**config.mk**
```make
export PLATFORM = sky130hd
export DESIGN_NAME = pfc_feature_ctl
export DESIGN_NICKNAME = d
export VERILOG_FILES = /design/src/pfc_feature_ctl.v /design/src/pfc_phase_det.v
export VERILOG_INCLUDE_DIRS = /design/src
export SDC_FILE = /design/constraint.sdc
export NUM_CORES = 1
export LEC_CHECK = 0
export BUFFER_PORTS_ARGS = -buffer_cell sky130_fd_sc_hd__clkbuf_2
export CAP_MARGIN = 20
export CORE_MARGIN = 3
export CORE_UTILIZATION = 52
export CTS_BUF_LIST = sky130_fd_sc_hd__clkbuf_2
export CTS_CLUSTER_DIAMETER = 150
export CTS_CLUSTER_SIZE = 16
export DETAILED_ROUTE_END_ITERATION = 6
export HOLD_SLACK_MARGIN = 0.03
export PLACE_DENSITY = 0.8
export SLEW_MARGIN = 20
export SYNTH_ARGS = -nofsm -noshare
export SYNTH_HDL_FRONTEND = slang
export SYNTH_HIERARCHICAL = 1
export SYNTH_SLANG_ARGS = --single-unit
```
**constraint.sdc**
```tcl
create_clock -name mclk_in -period 1.35 [get_ports mclk_in]
set_input_delay 0.0675 -clock mclk_in [delete_from_list [all_inputs] [get_ports mclk_in]]
set_output_delay 0.0675 -clock mclk_in [all_outputs]
set_load 0.005 [all_outputs]
```
**src/pfc_map.vh**
```
// constants and functional notes for the pll feature control block
// Functional notes
// - each feature bit is active when one, inactive when zero.
// - power-down stops everything except the programming port, which keeps taking writes.
// - counter-load bit loads counter programming immediately and continuously.
// - modulus-select-output bit steers modulus_select onto the diagnostic pin.
// - prescaler-output bit steers the raw prescaler output onto the diagnostic pin.
// - output-disable bit turns off divided main and reference clock outputs.
// - the phase detector reacts only to rising edges of both divided clocks.
// - main clock leading reference pulses pump_down_n low.
// - reference leading main clock pulses pump_up_n low.
// - pump pulse width tracks the phase offset between the divided clocks.
// - the lock integration node is the NAND of both pump waveforms.
// - lock_indicator is the AND of pump_up_n and pump_down_n.
// - feature bits act only while the enhancement enable input is low.
// - parallel mode latches the data byte on the write strobe rising edge.
// - serial mode shifts eight bits first-first, captured on strobe falling edge.
`ifndef PFC_MAP_VH
`define PFC_MAP_VH

// ----------------------------------------------------------------
// feature control register layout
// ----------------------------------------------------------------
`define PFC_FEAT_WIDTH      8
`define PFC_FEAT_RESET      8'h00
`define PFC_BIT_POWER_DOWN  3
`define PFC_BIT_CNT_LOAD    4
`define PFC_BIT_MODULUS_SELECT_OUT    5
`define PFC_BIT_PRESC_OUT   6
`define PFC_BIT_OUT_DIS     7
`define PFC_RSVD_MASK       8'h07

// ----------------------------------------------------------------
// timing counts
// ----------------------------------------------------------------
`define PFC_SER_BITS        8
`define PFC_SER_CNT_W       4
`define PFC_PUMP_CLR_CYCLES 1

`endif

```
**src/pfc_feature_ctl.v**
```verilog
// feature control register, output steering and phase detect wrapper
`timescale 1ns/1ps
`include "pfc_map.vh"
module pfc_feature_ctl (
  // clock and reset
  input  wire        mclk_in,
  input  wire        reset_in,
  // programming port mode straps
  input  wire        enh_n_in,
  input  wire        bmode_in,
  input  wire        smode_in,
  // parallel programming
  input  wire [7:0]  par_data_in,
  input  wire        feat_wr_in,
  // serial programming
  input  wire        sclk_in,
  input  wire        sdata_in,
  input  wire        ser_wr_in,
  // internal synthesizer signals
  input  wire        fp_raw_in,
  input  wire        fc_raw_in,
  input  wire        modulus_select_in,
  input  wire        prescaler_in,
  // divided clock and diagnostic outputs
  output reg         fp_out,
  output reg         fc_out,
  output reg         diag_out,
  // phase detector outputs
  output reg         pump_up_n_out,
  output reg         pump_down_n_out,
  output reg         lock_integ_out,
  output reg         lock_indicator_out,
  // control state
  output reg         power_down_out,
  output reg         counter_load_out,
  output reg  [7:0]  feature_reg_out
);

  // ----------------------------------------------------------------
  // strobe and clock edge detection
  // ----------------------------------------------------------------
  // pins are synchronous, so a single previous-sample flop is enough
  reg feat_wr_d;
  reg sclk_d;
  reg fp_d;
  reg fc_d;

  always @(posedge mclk_in) begin
    if (reset_in) begin
      feat_wr_d <= 1'b0;
      sclk_d    <= 1'b0;
      fp_d      <= 1'b0;
      fc_d      <= 1'b0;
    end else begin
      feat_wr_d <= feat_wr_in;
      sclk_d    <= sclk_in;
      fp_d      <= fp_raw_in;
      fc_d      <= fc_raw_in;
    end
  end

  wire feat_wr_rise = feat_wr_in & ~feat_wr_d;
  wire feat_wr_fall = ~feat_wr_in & feat_wr_d;
  wire sclk_rise    = sclk_in & ~sclk_d;
  wire fp_rise      = fp_raw_in & ~fp_d;
  wire fc_rise      = fc_raw_in & ~fc_d;

  // ----------------------------------------------------------------
  // programming port: parallel latch and serial shift with buffer
  // ----------------------------------------------------------------
  // the feature byte path depends on smode only; bmode is don't-care
  reg  [7:0]                 feat_reg;
  reg  [7:0]                 ser_shift;
  reg  [`PFC_SER_CNT_W-1:0]  ser_count;
  reg  [7:0]                 next_feat;
  reg  [7:0]                 next_shift;
  reg  [`PFC_SER_CNT_W-1:0]  next_count;

  wire par_mode = ~smode_in;
  wire ser_mode = smode_in;
  // shifting only while the feature strobe is high and counter strobe low
  wire ser_shift_en = ser_mode & feat_wr_in & ~ser_wr_in & sclk_rise;

  // port stays alive during power-down, so writes are never gated by it
  always @* begin
    next_feat  = feat_reg;
    next_shift = ser_shift;
    next_count = ser_count;
    if (par_mode && feat_wr_rise) begin
      next_feat = par_data_in;
    end
    if (ser_shift_en) begin
      // first bit lands in bit 7 after eight shifts
      next_shift = {ser_shift[6:0], sdata_in};
      if (ser_count != `PFC_SER_BITS)
        next_count = ser_count + 4'h1;
    end
    if (ser_mode && feat_wr_fall) begin
      // buffer capture keeps control bits steady during shifting
      next_feat  = ser_shift;
      next_count = {`PFC_SER_CNT_W{1'b0}};
    end
  end

  always @(posedge mclk_in) begin
    if (reset_in) begin
      feat_reg  <= `PFC_FEAT_RESET;
      ser_shift <= 8'h00;
      ser_count <= {`PFC_SER_CNT_W{1'b0}};
    end else begin
      feat_reg  <= next_feat;
      ser_shift <= next_shift;
      ser_count <= next_count;
    end
  end

  // ----------------------------------------------------------------
  // effective feature bits
  // ----------------------------------------------------------------
  // bits only act while the enhancement enable is held low
  function feat_active;
    input [7:0] regval;
    input       enh_n;
    input integer pos;
    begin
      feat_active = regval[pos] & ~enh_n;
    end
  endfunction

  wire en_pd    = feat_active(feat_reg, enh_n_in, `PFC_BIT_POWER_DOWN);
  wire en_load  = feat_active(feat_reg, enh_n_in, `PFC_BIT_CNT_LOAD);
  wire en_modulus_select  = feat_active(feat_reg, enh_n_in, `PFC_BIT_MODULUS_SELECT_OUT);
  wire en_presc = feat_active(feat_reg, enh_n_in, `PFC_BIT_PRESC_OUT);
  wire en_odis  = feat_active(feat_reg, enh_n_in, `PFC_BIT_OUT_DIS);
  wire running  = ~en_pd;

  // ----------------------------------------------------------------
  // phase detector
  // ----------------------------------------------------------------
  wire up_req;
  wire down_req;

  pfc_phase_det u_phase_det (
    .mclk_in      (mclk_in),
    .reset_in     (reset_in),
    .enable_in    (running),
    .fp_rise_in   (fp_rise),
    .fc_rise_in   (fc_rise),
    .up_req_out   (up_req),
    .down_req_out (down_req)
  );

  // ----------------------------------------------------------------
  // output steering
  // ----------------------------------------------------------------
  reg next_diag;

  // prescaler view wins if software sets both diagnostic bits
  always @* begin
    next_diag = 1'b0;
    if (running) begin
      if (en_presc)
        next_diag = prescaler_in;
      else if (en_modulus_select)
        next_diag = modulus_select_in;
    end
  end

  // every output registered; adds one cycle to the pump path
  always @(posedge mclk_in) begin
    if (reset_in) begin
      fp_out             <= 1'b0;
      fc_out             <= 1'b0;
      diag_out           <= 1'b0;
      pump_up_n_out      <= 1'b1;
      pump_down_n_out    <= 1'b1;
      lock_integ_out     <= 1'b0;
      lock_indicator_out <= 1'b1;
      power_down_out     <= 1'b0;
      counter_load_out   <= 1'b0;
      feature_reg_out    <= `PFC_FEAT_RESET;
    end else begin
      fp_out             <= fp_raw_in & running & ~en_odis;
      fc_out             <= fc_raw_in & running & ~en_odis;
      diag_out           <= next_diag;
      pump_up_n_out      <= ~up_req;
      pump_down_n_out    <= ~down_req;
      // nand of the two active-low waveforms
      lock_integ_out     <= ~((~up_req) & (~down_req));
      lock_indicator_out <= (~up_req) & (~down_req);
      power_down_out     <= en_pd;
      // level held as long as the bit stays set and power-down is clear, no one-shot
      counter_load_out   <= en_load & running;
      feature_reg_out    <= feat_reg;
    end
  end

endmodule // pfc_feature_ctl

```
**src/pfc_phase_det.v**
```verilog
// digital phase-frequency detector on edge pulses of the divided clocks
`timescale 1ns/1ps
`include "pfc_map.vh"
module pfc_phase_det (
  // clock and reset
  input  wire mclk_in,
  input  wire reset_in,
  // control
  input  wire enable_in,
  // edge events, one cycle each
  input  wire fp_rise_in,
  input  wire fc_rise_in,
  // pump requests, active high
  output wire up_req_out,
  output wire down_req_out
);

  reg up_q;
  reg down_q;
  reg next_up;
  reg next_down;

  // ----------------------------------------------------------------
  // tri-state detector: each edge sets its own flag, both flags clear
  // ----------------------------------------------------------------
  always @* begin
    next_up   = up_q;
    next_down = down_q;
    if (!enable_in) begin
      next_up   = 1'b0;
      next_down = 1'b0;
    end else if (up_q && down_q) begin
      // one-cycle clear interval once both edges have been seen
      next_up   = 1'b0;
      next_down = 1'b0;
    end else begin
      if (fc_rise_in)
        next_up = 1'b1;
      if (fp_rise_in)
        next_down = 1'b1;
      // coincident edges cancel, so no pulse for zero offset
      if (fc_rise_in && fp_rise_in && !up_q && !down_q) begin
        next_up   = 1'b0;
        next_down = 1'b0;
      end
    end
  end

  // flags stand from the leading edge to the lagging one
  always @(posedge mclk_in) begin
    if (reset_in) begin
      up_q   <= 1'b0;
      down_q <= 1'b0;
    end else begin
      up_q   <= next_up;
      down_q <= next_down;
    end
  end

  assign up_req_out   = up_q;
  assign down_req_out = down_q;

endmodule // pfc_phase_det

```
==> qor.yml <==
drc: 0
cp.required_ns: 1.67
fillCellCount: 181
netlist_instances: 128
routed_via_density: 5.11
grt_max_degree: 14
rows: 17
arrival_ns: 1.57
synth_warnings: 6
grt_pass1_wl_um: 4620
setup-tns-final_ns: 0
status: "complete, no violations"
period_share_pct: 92.5
synth-simple-area-share_pct: 28.4
timing.fmax_ghz: 0.801
chipHeight_um: 56.9
root_buffer: "clkbuf_2"
cp-end-kind: "flip-flop"
cts_buffer_depth: 2
grt_pass1_vias: 1063
hpwl_um: 1870
clkLatencyLatePin_ns: 0.38
overflow: 0
htreeDepth: 2
power_density_nw_per_um2: 1120
slew_violations: 0
fin_crit_ns: 1.25
final_net_count: 202
worst-path-max-fanout: 8
synth_cell_types: 24
drive_above_1_share_pct: 27.5
hold_ws_ns: 0.0683
io_pins: 38
regArea_um2: 781
max_slew_margin_pct: 67.6
clkSinkCount: 39
synthMuxAreaShare_pct: 5.94
avgSynthCellArea_um2: 10.5
diodes: 0
cts_tree: "done"
antenna_found_initial: 0
post-cts-setup-buffers: 0
drt_iter0_drc: 37
wl_per_cell_um: 12.7
critPathKind: "flip-flop to flip-flop"
initial_core_util_pct: 57.6
synth_top_family_by_area: "simple AND/OR/NAND/NOR gates"
grt_use_total_pct: 18.5
ant_nets: 0
fp.dieW_um: 56.9
finalHoldViolations: 0
finalSetupViolations: 0
cts-buffers-inserted: 5
fin_skew_ns: 0.00543
syn-num-nets: 149
yosysSeqAreaShare_pct: 57.9
netlist_area_um2: 1350
worstMarginPinSlew_ns: 0.484
die_area_um2: 3240
multi_input_area_um2: 534
yosys.area_share.adder_pct: 0
path_clk_slew_ns: 0.17
synth_compound_area_share_pct: 5.10
vias: 1074
cap_violations: 0
power_leakage_nw: 0.741
area_delta_synth_final_pct: 28.2
hp-class: "primary input to flip-flop"
rsz0062_at_grt: "no"
core_um2: 2340
ys_ff_latch: 39
drtPass1Iterations: 4
gp_congestion: 0.738
ff2ff_setup_slack_ns: 0.10
wl_um: 2670
synth-xor-area-share_pct: 0
vdd_drop_max_v: 0.00104
start_kind: "flip-flop"
port_buffers: 36
## kinds of logic (layout without fill, tap and decap cells)
| group | after synthesis | after routing |
|---|---|---|
| flip-flops | 39 | 39 |
| AO/OA/AOI/OAI | 11 | 11 |
| AND/OR/NAND/NOR | 63 | 63 |
| multiplexers | 8 | 8 |
| buffers and inverters | 7 | 61 |
## repair_timing
item	CTS	global route
endpoints found under the setup margin	0	1
endpoints found under the hold margin	18	0
hold buffers	14	0
gates resized for setup	0	1
## worst max-delay path: stages, from the launching register on
cell	delay, ns
dfxtp_1	0.33
nor2_1	0.11
and4_1	0.51
mux2i_1	0.24
## metal layers
layer | wire (um) | vias to the layer above | GRT usage [%]
li1 | - | 547 | -
met1 | 1130 | 482 | 22.0
met2 | 1280 | 36 | 29.5
met3 | 191 | 9 | 6.79
met4 | 66 | 0 | 9.27
met5 | 0 | - | 0
## cells in the mapped netlist
| master | instances | area share (%) |
|---|---|---|
| dfxtp_1 | 39 | 58 |
| nor2b_1 | 16 | 7.4 |
| nor3_1 | 16 | 5.9 |
| nand2b_1 | 14 | 6.5 |
| mux2i_1 | 8 | 5.9 |
| o22ai_1 | 8 | 3.7 |
| nor2_1 | 5 | 1.4 |
| clkbuf_1 | 3 | 0.83 |
| a21oi_1 | 2 | 0.74 |
| nand2_1 | 2 | 0.56 |
| nand3b_1 | 2 | 1.1 |
| a2111oi_0 | 1 | 0.65 |
| and2_1 | 1 | 0.46 |
| and3b_2 | 1 | 0.74 |
| and4_1 | 1 | 0.65 |
| buf_2 | 1 | 0.37 |
| buf_6 | 1 | 0.83 |
| clkbuf_2 | 1 | 0.37 |
| inv_1 | 1 | 0.28 |
| nand3b_2 | 1 | 0.83 |
| nor3b_1 | 1 | 0.56 |
| nor3b_2 | 1 | 0.93 |
| nor4b_1 | 1 | 0.65 |
| or3b_1 | 1 | 0.65 |
## layout by cell type, fill, tap and decap left out, types with 5 or more instances in the layout
| cell | netlist | layout |
|---|---|---|
| nor3_1 | 16 | 16 |
| clkbuf_2 | 1 | 43 |
| o22ai_1 | 8 | 8 |
| nor2b_1 | 16 | 16 |
| dlygate4sd3_1 | 0 | 14 |
| dfxtp_1 | 39 | 39 |
| nand2b_1 | 14 | 14 |
| nor2_1 | 5 | 5 |
| mux2i_1 | 8 | 8 |
## final timing paths
path	startpoint	endpoint	depth (start not counted)
setup / recovery	sclk_d	ser_shift[3]	3
hold / removal	par_data_in[4]	feat_reg[4]	3
hold reg to reg	u_phase_det/up_req_out	pump_up_n_out	1
setup reg to reg	sclk_d	ser_shift[3]	3
## area by class of cell
class | instances | area share, %
Timing Repair Buffer | 52 | 19.4
Tap cell | 28 | 2.03
Clock inverter | 1 | 0.289
Multi-Input combinational cell | 82 | 30.9
Inverter | 1 | 0.217
Sequential cell | 39 | 45.2
Clock buffer | 7 | 2.03
## through the flow
stage / instance area (um2) / setup slack, ns / power (mW) / instances / utilization, %
3_3_place_gp: 1550 / 0.138 / 1.44 / 188 / 66.1
4_1_cts: 1730 / 0.0431 / 1.97 / 210 / 73.8
6_report: 1730 / 0.102 / 1.94 / 210 / 73.9
5_1_grt: 1730 / 0.00575 / 2.05 / 210 / 73.9
2_1_floorplan: 1350 / 0.195 / 1.37 / 128 / -
3_5_place_dp: 1550 / 0.0604 / 1.45 / 188 / 66.1
## report_power, final
group,internal [mW],switching (mW)
logic,0.128,0.0963
clock network,0.141,0.342
registers,1.21,0.0274
Note: power is estimated with default switching activity, not from simulation.
